===== config.mk =====
export PLATFORM = sky130hd
export DESIGN_NAME = icc_clear_regs
export DESIGN_NICKNAME = d
export VERILOG_FILES = /design/src/icc_pkg.sv /design/src/icc_clear_regs.sv /design/src/icc_flag.sv
export SDC_FILE = /design/constraint.sdc
export NUM_CORES = 1
export LEC_CHECK = 0
export ABC_AREA = 0
export BUFFER_PORTS_ARGS = -buffer_cell sky130_fd_sc_hd__buf_4
export CAP_MARGIN = 20
export CORE_MARGIN = 2
export CORE_UTILIZATION = 40
export DETAILED_ROUTE_END_ITERATION = 7
export GPL_TIMING_DRIVEN = 0
export PLACE_DENSITY_LB_ADDON = 0.25
export SETUP_SLACK_MARGIN = 0.02
export SYNTH_ARGS = -nofsm -noshare
export SYNTH_HDL_FRONTEND = slang
export SYNTH_SLANG_ARGS = --single-unit

===== constraint.sdc =====
create_clock -name mclk -period 1.4 [get_ports mclk]
set_clock_uncertainty 0.05 [all_clocks]
set_input_delay 0.28 -clock mclk [delete_from_list [all_inputs] [get_ports mclk]]
set_output_delay 0.28 -clock mclk [all_outputs]
set_load 0.01 [all_outputs]

===== src/icc_pkg.sv =====
/*
 * Shared constants for the read-to-clear interrupt register block of the
 * two-wire serial controller: register byte addresses, flag positions and
 * reset values.
 * Assumes a 32-bit byte address and 16-bit register data on the plain port.
 */
`default_nettype none

package icc_pkg;

    // ****************************************************************
    // Bus widths.
    // ****************************************************************
    localparam int ADDR_W = 32;
    localparam int DATA_W = 16;

    // ****************************************************************
    // Register byte addresses.
    // ****************************************************************
    localparam logic [31:0] TX_ABORT_CLEAR_ADDR = 32'h5000_1354;
    localparam logic [31:0] RX_DONE_CLEAR_ADDR = 32'h5000_1358;
    localparam logic [31:0] BUS_ACTIVITY_CLEAR_ADDR = 32'h5000_135c;
    localparam logic [31:0] STOP_CONDITION_CLEAR_ADDR = 32'h5000_1360;
    localparam logic [31:0] START_CONDITION_CLEAR_ADDR = 32'h5000_1364;
    localparam logic [31:0] GENERAL_CALL_CLEAR_ADDR = 32'h5000_1368;
    localparam logic [31:0] CONTROLLER_ENABLE_ADDR = 32'h5000_136c;

    // ****************************************************************
    // Flag positions in the raw interrupt status word.
    // ****************************************************************
    localparam int TX_ABORT_BIT = 6;
    localparam int RX_DONE_BIT = 7;
    localparam int ACTIVITY_BIT = 8;
    localparam int STOP_BIT = 9;
    localparam int START_BIT = 10;
    localparam int GENERAL_CALL_FLAG_BIT = 11;

    // Position in the abort cause register that may survive a clear.
    localparam int CAUSE_KEEP_BIT = 9;

    // Enable bit position in the controller enable register.
    localparam int ENABLE_BIT = 0;

    // Number of sticky flags kept by this block.
    localparam int FLAG_N = 6;

    // ****************************************************************
    // Reset values.
    // ****************************************************************
    localparam logic [15:0] CLEAR_REG_RESET = 16'h0000;
    localparam logic [15:0] ENABLE_RESET = 16'h0000;
    localparam logic [15:0] CAUSE_RESET = 16'h0000;
    localparam logic FLAG_RESET = 1'b0;

endpackage : icc_pkg

`default_nettype wire


===== src/icc_clear_regs.sv =====
/*
 * Read-to-clear interrupt registers of the two-wire serial controller,
 * with the abort cause register, the transmit flush hold and the
 * controller enable bit.
 * Assumes the protocol engine delivers one-cycle event pulses and a
 * bus activity level, all synchronous to mclk, and a master on the
 * plain register port that never issues read and write together.
 */
`default_nettype none

// Function
// - A transmit-abort clear read clears the abort flag at bit 6 and the abort cause register.
// - That read also releases the transmit FIFO from its flushed state for new writes.
// - Bit 9 of the abort cause register may survive that clear while its exception holds.
// - Reading the receive-done clear register clears the receive-done flag at bit 7.
// - An activity clear read clears the activity flag at bit 8 only on an idle bus.
// - The activity flag clears by itself once the controller is disabled and the bus is idle.
// - Bit 0 read from the activity clear register shows the activity flag.
// - Reading the start-detect clear register clears the start flag at bit 10.
// - Reading the general-call clear register clears the general-call flag at bit 11.
// - Enable bit 0 turns the controller on, and while it is off both FIFOs are held erased.
module icc_clear_regs (
    input wire logic mclk,
    input wire logic nrst,
    input wire logic [31:0] busAddr,
    input wire logic [15:0] busWrData,
    input wire logic busWrite,
    input wire logic busRead,
    output var logic [15:0] busRdData,
    input wire logic abortEvent,
    input wire logic [15:0] abortCauseIn,
    input wire logic keepCauseBit,
    input wire logic rxDoneEvent,
    input wire logic busActive,
    input wire logic stopEvent,
    input wire logic startEvent,
    input wire logic genCallEvent,
    output var logic [15:0] rawIrqStatus,
    output var logic [15:0] abortCause,
    output var logic txFifoFlushed,
    output var logic controllerOn,
    output var logic fifoErase
);

    // ****************************************************************
    // Reset release.
    // ****************************************************************

    logic rstMeta;
    logic rstN;

    // The first stage feeds only the second, so release is metastability safe.
    always_ff @(posedge mclk or negedge nrst) begin
        if (!nrst) begin
            rstMeta <= 1'b0;
            rstN <= 1'b0;
        end else begin
            rstMeta <= 1'b1;
            rstN <= rstMeta;
        end
    end

    // ****************************************************************
    // Address decode.
    // ****************************************************************

    // Exact word match; the same comparison serves reads and writes.
    function automatic logic hit(input logic [31:0] addr, input logic [31:0] reg_addr);
        hit = (addr == reg_addr);
    endfunction : hit

    wire logic rdAbort;
    wire logic rdRxDone;
    wire logic rdActivity;
    wire logic rdStop;
    wire logic rdStart;
    wire logic rdGenCall;
    wire logic rdEnable;
    wire logic wrEnable;

    // Read strobes per clear register; writes to them are simply not decoded.
    assign rdAbort = busRead && hit(busAddr, icc_pkg::TX_ABORT_CLEAR_ADDR);
    assign rdRxDone = busRead && hit(busAddr, icc_pkg::RX_DONE_CLEAR_ADDR);
    assign rdActivity = busRead && hit(busAddr, icc_pkg::BUS_ACTIVITY_CLEAR_ADDR);
    assign rdStop = busRead && hit(busAddr, icc_pkg::STOP_CONDITION_CLEAR_ADDR);
    assign rdStart = busRead && hit(busAddr, icc_pkg::START_CONDITION_CLEAR_ADDR);
    assign rdGenCall = busRead && hit(busAddr, icc_pkg::GENERAL_CALL_CLEAR_ADDR);
    assign rdEnable = busRead && hit(busAddr, icc_pkg::CONTROLLER_ENABLE_ADDR);
    assign wrEnable = busWrite && hit(busAddr, icc_pkg::CONTROLLER_ENABLE_ADDR);

    // ****************************************************************
    // Sticky flags.
    // ****************************************************************

    logic [icc_pkg::FLAG_N-1:0] flagSet;
    logic [icc_pkg::FLAG_N-1:0] flagClr;
    logic [icc_pkg::FLAG_N-1:0] flagQ;
    wire logic activityClr;

    // The activity flag follows the bus: a read clears it only on an idle
    // bus, and a disabled controller on an idle bus clears it unasked.
    assign activityClr = !busActive && (rdActivity || !controllerOn);

    // Set and clear terms, one slot per flag.
    assign flagSet = {genCallEvent, startEvent, stopEvent, busActive, rxDoneEvent, abortEvent};
    assign flagClr = {rdGenCall, rdStart, rdStop, activityClr, rdRxDone,
        rdAbort};

    // One identical cell per flag.
    genvar gi;
    generate
        for (gi = 0; gi < icc_pkg::FLAG_N; gi++) begin : gFlag
            icc_flag uFlag (
                .clk(mclk),
                .rstN(rstN),
                .set(flagSet[gi]),
                .clr(flagClr[gi]),
                .q(flagQ[gi])
            );
        end
    endgenerate

    wire logic abortFlag;
    wire logic rxDoneFlag;
    wire logic activityFlag;
    wire logic stopFlag;
    wire logic startFlag;
    wire logic genCallFlag;

    assign abortFlag = flagQ[0];
    assign rxDoneFlag = flagQ[1];
    assign activityFlag = flagQ[2];
    assign stopFlag = flagQ[3];
    assign startFlag = flagQ[4];
    assign genCallFlag = flagQ[5];

    // Raw status word; positions this block does not own read as zero.
    always_comb begin
        rawIrqStatus = 16'h0000;
        rawIrqStatus[icc_pkg::TX_ABORT_BIT] = abortFlag;
        rawIrqStatus[icc_pkg::RX_DONE_BIT] = rxDoneFlag;
        rawIrqStatus[icc_pkg::ACTIVITY_BIT] = activityFlag;
        rawIrqStatus[icc_pkg::STOP_BIT] = stopFlag;
        rawIrqStatus[icc_pkg::START_BIT] = startFlag;
        rawIrqStatus[icc_pkg::GENERAL_CALL_FLAG_BIT] = genCallFlag;
    end

    // ****************************************************************
    // Abort cause and transmit flush hold.
    // ****************************************************************

    logic [15:0] causeKeepMask;
    logic [15:0] next_abortCause;
    logic next_txFifoFlushed;

    // The exception bit is spared while its condition holds.
    always_comb begin
        causeKeepMask = 16'h0000;
        causeKeepMask[icc_pkg::CAUSE_KEEP_BIT] = keepCauseBit;
    end

    // New causes accumulate even in the clearing cycle, so none is lost.
    assign next_abortCause = (rdAbort ? (abortCause & causeKeepMask) : abortCause)
        | (abortEvent ? abortCauseIn : 16'h0000);

    // A fresh abort keeps the FIFO flushed even if the release read coincides.
    assign next_txFifoFlushed = abortEvent || (txFifoFlushed && !rdAbort);

    always_ff @(posedge mclk or negedge rstN) begin
        if (!rstN) begin
            abortCause <= icc_pkg::CAUSE_RESET;
            txFifoFlushed <= 1'b0;
        end else begin
            abortCause <= next_abortCause;
            txFifoFlushed <= next_txFifoFlushed;
        end
    end

    // ****************************************************************
    // Controller enable.
    // ****************************************************************

    logic next_controllerOn;

    assign next_controllerOn = wrEnable ? busWrData[icc_pkg::ENABLE_BIT] : controllerOn;

    // Erase follows the enable in the same edge, so the two never disagree.
    always_ff @(posedge mclk or negedge rstN) begin
        if (!rstN) begin
            controllerOn <= icc_pkg::ENABLE_RESET[icc_pkg::ENABLE_BIT];
            fifoErase <= !icc_pkg::ENABLE_RESET[icc_pkg::ENABLE_BIT];
        end else begin
            controllerOn <= next_controllerOn;
            fifoErase <= !next_controllerOn;
        end
    end

    // ****************************************************************
    // Read data.
    // ****************************************************************

    logic [15:0] next_busRdData;

    // Bit 0 shows the flag as it stood before this read cleared it.
    always_comb begin
        next_busRdData = icc_pkg::CLEAR_REG_RESET;
        unique case (1'b1)
            rdAbort: next_busRdData[0] = abortFlag;
            rdRxDone: next_busRdData[0] = rxDoneFlag;
            rdActivity: next_busRdData[0] = activityFlag;
            rdStop: next_busRdData[0] = stopFlag;
            rdStart: next_busRdData[0] = startFlag;
            rdGenCall: next_busRdData[0] = genCallFlag;
            rdEnable: next_busRdData[0] = controllerOn;
            default: next_busRdData = 16'h0000;
        endcase
    end

    // Data stand for the one cycle after the strobe and return to zero.
    always_ff @(posedge mclk or negedge rstN) begin
        if (!rstN) begin
            busRdData <= icc_pkg::CLEAR_REG_RESET;
        end else begin
            busRdData <= next_busRdData;
        end
    end

    // ****************************************************************
    // Assertions.
    // ****************************************************************

    property p_abortClear;
        @(posedge mclk) disable iff (!rstN)
        rdAbort && !abortEvent |=> !rawIrqStatus[icc_pkg::TX_ABORT_BIT];
    endproperty
    a_abortClear: assert property (p_abortClear) else $error("abort flag not cleared");

    property p_causeClear;
        @(posedge mclk) disable iff (!rstN)
        rdAbort && !abortEvent && !keepCauseBit |=> abortCause == 16'h0000;
    endproperty
    a_causeClear: assert property (p_causeClear) else $error("abort cause not cleared");

    property p_flushRelease;
        @(posedge mclk) disable iff (!rstN)
        txFifoFlushed && rdAbort && !abortEvent
        |=> !txFifoFlushed ##1 (!txFifoFlushed || $past(abortEvent));
    endproperty
    a_flushRelease: assert property (p_flushRelease) else $error("flush not released");

    property p_causeKeep;
        @(posedge mclk) disable iff (!rstN)
        rdAbort && keepCauseBit && abortCause[icc_pkg::CAUSE_KEEP_BIT]
        |=> abortCause[icc_pkg::CAUSE_KEEP_BIT];
    endproperty
    a_causeKeep: assert property (p_causeKeep) else $error("kept cause bit lost");

    property p_rxDoneClear;
        @(posedge mclk) disable iff (!rstN)
        rdRxDone && !rxDoneEvent |=> !rawIrqStatus[icc_pkg::RX_DONE_BIT];
    endproperty
    a_rxDoneClear: assert property (p_rxDoneClear) else $error("rx done not cleared");

    property p_activityHold;
        @(posedge mclk) disable iff (!rstN)
        busActive |=> rawIrqStatus[icc_pkg::ACTIVITY_BIT];
    endproperty
    a_activityHold: assert property (p_activityHold) else $error("activity dropped");

    property p_activityAuto;
        @(posedge mclk) disable iff (!rstN)
        !controllerOn && !busActive |=> !rawIrqStatus[icc_pkg::ACTIVITY_BIT];
    endproperty
    a_activityAuto: assert property (p_activityAuto) else $error("activity stuck");

    property p_activityRead;
        @(posedge mclk) disable iff (!rstN)
        rdActivity |=> busRdData[0] == $past(rawIrqStatus[icc_pkg::ACTIVITY_BIT]);
    endproperty
    a_activityRead: assert property (p_activityRead) else $error("activity read wrong");

    property p_startClear;
        @(posedge mclk) disable iff (!rstN)
        rdStart && !startEvent |=> !rawIrqStatus[icc_pkg::START_BIT];
    endproperty
    a_startClear: assert property (p_startClear) else $error("start flag not cleared");

    property p_genCallClear;
        @(posedge mclk) disable iff (!rstN)
        rdGenCall && !genCallEvent |=> !rawIrqStatus[icc_pkg::GENERAL_CALL_FLAG_BIT];
    endproperty
    a_genCallClear: assert property (p_genCallClear) else $error("general_call_flag stuck");

    property p_stopClear;
        @(posedge mclk) disable iff (!rstN)
        rdStop && !stopEvent |=> !rawIrqStatus[icc_pkg::STOP_BIT];
    endproperty
    a_stopClear: assert property (p_stopClear) else $error("stop flag not cleared");

    property p_upperZero;
        @(posedge mclk) disable iff (!rstN)
        busRead |=> busRdData[15:1] == 15'h0000 ##1 busRdData == 16'h0000 || $past(busRead);
    endproperty
    a_upperZero: assert property (p_upperZero) else $error("read data upper bits set");

    property p_eraseOff;
        @(posedge mclk) disable iff (!rstN)
        wrEnable && !busWrData[icc_pkg::ENABLE_BIT] |=> fifoErase && !controllerOn;
    endproperty
    a_eraseOff: assert property (p_eraseOff) else $error("fifos not erased when off");

endmodule : icc_clear_regs

`default_nettype wire


===== src/icc_flag.sv =====
/*
 * One sticky flag: set by a hardware event, cleared by a clear request.
 * Assumes set and clear are synchronous to the clock; the reset is the
 * already synchronised active-low copy.
 */
`default_nettype none

module icc_flag (
    input wire logic clk,
    input wire logic rstN,
    input wire logic set,
    input wire logic clr,
    output var logic q
);

    // Set wins over clear so an event in the clearing cycle is not lost.
    always_ff @(posedge clk or negedge rstN) begin
        if (!rstN) begin
            q <= icc_pkg::FLAG_RESET;
        end else if (set) begin
            q <= 1'b1;
        end else if (clr) begin
            q <= 1'b0;
        end
    end

endmodule : icc_flag

`default_nettype wire


Word-level counts from Yosys, hierarchy flattened
Cells that the tools add are included.

Muxes and demuxes: 16. Bitwise gates (word level): 2. Reductions and logical operators: 22. Equality and inequality tests: 7.

Operators with widths (count): 32-bit by 31-bit == test with 1-bit output (second input constant) (7); 16-bit two-way mux (2); 16-bit by 10-bit bitwise AND with 16-bit output (1); 16-bit OR (1); 1-bit two-way mux (13); 2-bit nonzero test (6); 1-bit logical AND (10); 1-bit case mux with 7 select lines (1); 1-bit logical NOT (4); 1-bit logical OR (2).

Input port bits: 75. Logic and storage cells: 60. Bits in registers: 28.

Longest topological paths before layout
Depth in word-level cells: 6. Depth in mapped cells: 6. Gate-level depth less buffers: 4.

Cells and area by module
A second synthesis with hierarchy kept.

Cells, all modules: 140. Area, all modules: 1540.2 um^2.

By module, submodules not included: icc_clear_regs (cells an instance 122, area each 1322.5 um^2, instances 1, seq. area each 551.8 um^2); icc_flag (cells an instance 3, area each 36.3 um^2, instances 6, seq. area each 25.0 um^2).

Least setup slack after synthesis
No wires, ideal clock.

Path kind: in2reg. Start point: input busAddr[7]. End point: register abortCause[10]. Path buffers: 2. Stages on the path: 6. Arrival: 1.847 ns. Setup slack: -0.618 ns. Path through: nand2b_1 or4b_4 or4b_1 buf_6 buf_8 a22o_1.

Word-level cells in the longest chain between the ends: 4.

RTL lines: from (decl) (line icc_clear_regs.sv:25) `input wire logic [31:0] busAddr,`; 32-bit by 31-bit == test with 1-bit output (line icc_clear_regs.sv:69) `hit = (addr == reg_addr);`; 1-bit logical AND (line icc_clear_regs.sv:82) `assign rdAbort = busRead && hit(busAddr, icc_pkg::TX_ABORT_CLEAR_ADDR);`; 16-bit two-way mux (line icc_clear_regs.sv:163) `assign next_abortCause = (rdAbort ? (abortCause & causeKeepMask) : abortCause)`; 16-bit OR (line icc_clear_regs.sv:164) `| (abortEvent ? abortCauseIn : 16'h0000);`; net next_abortCause[10] (line icc_clear_regs.sv:153) `logic [15:0] next_abortCause;`; to (signal assigned) (line icc_clear_regs.sv:171) `abortCause <= icc_pkg::CAUSE_RESET;`; to (signal assigned) (line icc_clear_regs.sv:174) `abortCause <= next_abortCause;`; to (decl) (line icc_clear_regs.sv:39) `output var logic [15:0] abortCause,`.

The timed path passes the listed nets, and every way through them passes these cells. A chain may end at the register's enable or synchronous reset.

Worst setup path in the final report
Start point: input busAddr[7]. End point: register abortCause[6].

The elaborated chain is that of the path after synthesis.

==> impl_metrics.ini <==
[global_route]
grt_overflow = 0
grt_pass1_vias = 1357
antenna_found_initial = 0
grt_pass1_wl_um = 5910
grt_max_degree = 27
grt_usage_pct = 17.6

[logic_synthesis]
yosysWarnings = 0
synth_top_area_share_pct = 45.1
synth-simple-area-share_pct = 16.5
synthAdderAreaFrac_pct = 0
synth_top_flop_cell = dfrtp_1
syn-cell-area_mm2 = 0.00150
yosys.cell_count.top_type = buf_4
syn_area_per_cell_um2 = 11.0
synth_top_family_by_area = buffers and inverters
synth_compound_area_share_pct = 14.8
async_flop_share_pct = 100
synth_common_cells = buf_4, dfrtp_1, a22o_1
synth_xor_area_share_pct = 0
synth_cell_types = 39
synth_largest_area_cell = dfrtp_1
synth_mux_area_share_pct = 2.75
synth_cells = 136
synth_edf_count = 0
synth_top_cells_by_area = dfrtp_1, buf_4, a22o_1
synth_seq_cells = 28
yosysSeqAreaShare_pct = 46.8

[floorplanning]
core_mm2 = 0.00363
die-area_mm2 = 0.00425
die_y_um = 65.2
initial_core_util_pct = 41.3
die_w_um = 65.2
ios = 126
rows = 22

[cts]
htree_levels = 1
cts.path.max_buffers = 2
root_buffer = clkbuf_8
clkSinkCount = 28
cts_tree = yes
clk_pin_slew_ns = 0.10
clock_latency_ns = 0.27
numCtsBuffers = 3

[finish]
n_fill_cell = 286
antenna_cells = 0
areaGrowthSynthToFinish_pct = 76.5
multi_input_area_um2 = 766
drive_gt1_share_pct = 58.5
final_cells = 306
final_nets = 334
fin_area_mm2 = 0.00265
ff_latch_area_um2 = 702
fin_util_pct = 72.8

[power_and_ir_drop]
p_leak_nw = 1.31
p_per_area_mw_per_mm2 = 670
p_total_mw = 1.77
ir_worst_vdd_mv = 0.497

[status]
status = complete, but fails checks
violations = negative setup slack

[hold_path]
min_path_type = in2reg

[placed_design]
port_buffers = 83
dp.cells = 291
gp_congestion = 0.773
place_area_mm2 = 0.00229
hpwl_um = 2920

[route]
wirelength_met1_um = 1550
vias_per_cell = 4.52
drc = 0
route.met3.wl_um = 225
wl_um = 3990
drtAntennaViolNets = 0
post_drt_wl_per_cell_um = 13.0
drt_first_pass_iters = 6
dr_wl_met2_um = 2160
vias = 1382
top_layer = met4
drt_iter0_drc = 33

[setup_path]
cp.arrival_ns = 1.90
crit_fanout = 10
cp.required_ns = 1.51
critPathKind = in2reg
endpoint_kind = flop
cp-start-kind = input pin

[timing]
period_needed_ns = 1.79
fin_crit_sh_pct = 128
whs_ns = 0.0990
drv_slew = 0
clock.fmax_mhz = 558
setup_viol = 26
rsz0062_at_grt = true
final.setup.worst_slack_ns = -0.393
timing.final.hold_violations = 0

[run]
drv_cap = 0
[layout by cell type, fill, tap and decap left out, types with 2 or more instances in the layout]
cell type,Yosys,final
nor4_2,0,2
buf_4,31,114
clkbuf_8,0,3
mux2i_1,3,3
inv_1,2,2
nand2_1,3,3
or4b_4,1,2
nor2_1,4,4
clkbuf_1,2,2
a21o_1,2,2
a22o_1,15,15
nor4b_4,0,3
conb_1,2,26
nor3_1,5,4
nand2b_1,3,2
a21oi_1,4,4
buf_6,1,11
dfrtp_1,27,27
or4_4,0,2
[where the power goes]
part / switching [mW] / internal, mW / leakage, nW
sequential: 0.00711 / 0.813 / 0.266
clock: 0.250 / 0.382 / 0.0357
combinational: 0.125 / 0.195 / 1.01
[stage by stage]
stage                     setup slack [ns]  TNS (ns)
after global placement              -0.926    -19.07
after CTS                           -0.418     -7.78
after global routing                -0.399     -7.99
after detailed placement            -0.908    -18.60
final                               -0.393     -7.50
after floorplan                     -0.601    -11.46
[area by class of cell]
class                      instances  area share (%)
tap                               48            2.27
multi-input combinational         94            28.9
buffer                            35            9.93
inverter                           2           0.284
clock buffer                       3            1.56
timing repair buffer              95            29.4
sequential                        28            26.5
clock inverter                     1            1.13
[routing by layer]
metal,global-route usage [%],vias up
li1,-,686
met3,3.42,4
met1,19.9,643
met5,0,-
met4,3.65,0
met2,33.8,49
[sequential cells by signal, indices dropped and copies added (netlist names)]
name,cells
abortCause,16
gFlag.uFlag.q,6
busRdData,1
controllerOn,1
fifoErase,1
rstMeta,1
rstN,1
txFifoFlushed,1
[timing repair]
item | 4_1_cts | 5_1_grt
resized for setup | 11 | 20
endpoints found under the hold margin | 2 | 0
setup buffers | 5 | 5
endpoints found under the setup margin | 26 | 26
hold buffers | 1 | 0
pin swaps | 10 | 10
[worst paths after layout]
kind | cells after the start | from | slack (ns) | end
setup / recovery | 6 | busAddr[7] | -0.39 | abortCause[6]
hold / removal | 2 | busWrData[0] | 0.1 | fifoErase
setup reg to reg | 4 | controllerOn | -0.12 | busRdData[0]
hold reg to reg | 0 | rstN | 0.11 | gFlag[5].uFlag.q
max in group asynchronous | 1 | rstN | 0.68 | fifoErase
min in group asynchronous | 0 | rstN | 0.11 | gFlag[5].uFlag.q
[cells by family after synthesis]
| kind of cell | after synthesis |
|---|---|
| other | 2 |
| DFF | 28 |
| muxes | 4 |
| and+or+nand+nor | 36 |
| AOI/OAI and AO/OA | 28 |
| buffers and inverters | 38 |
[worst max-delay path: stages]
cell and delay (ns):
buf_6 0.09, nand2b_4 0.12, or4b_4 0.49, or4b_4 0.56
buf_8 0.17, a22o_1 0.18
Note: power is estimated with default switching activity, not from simulation.
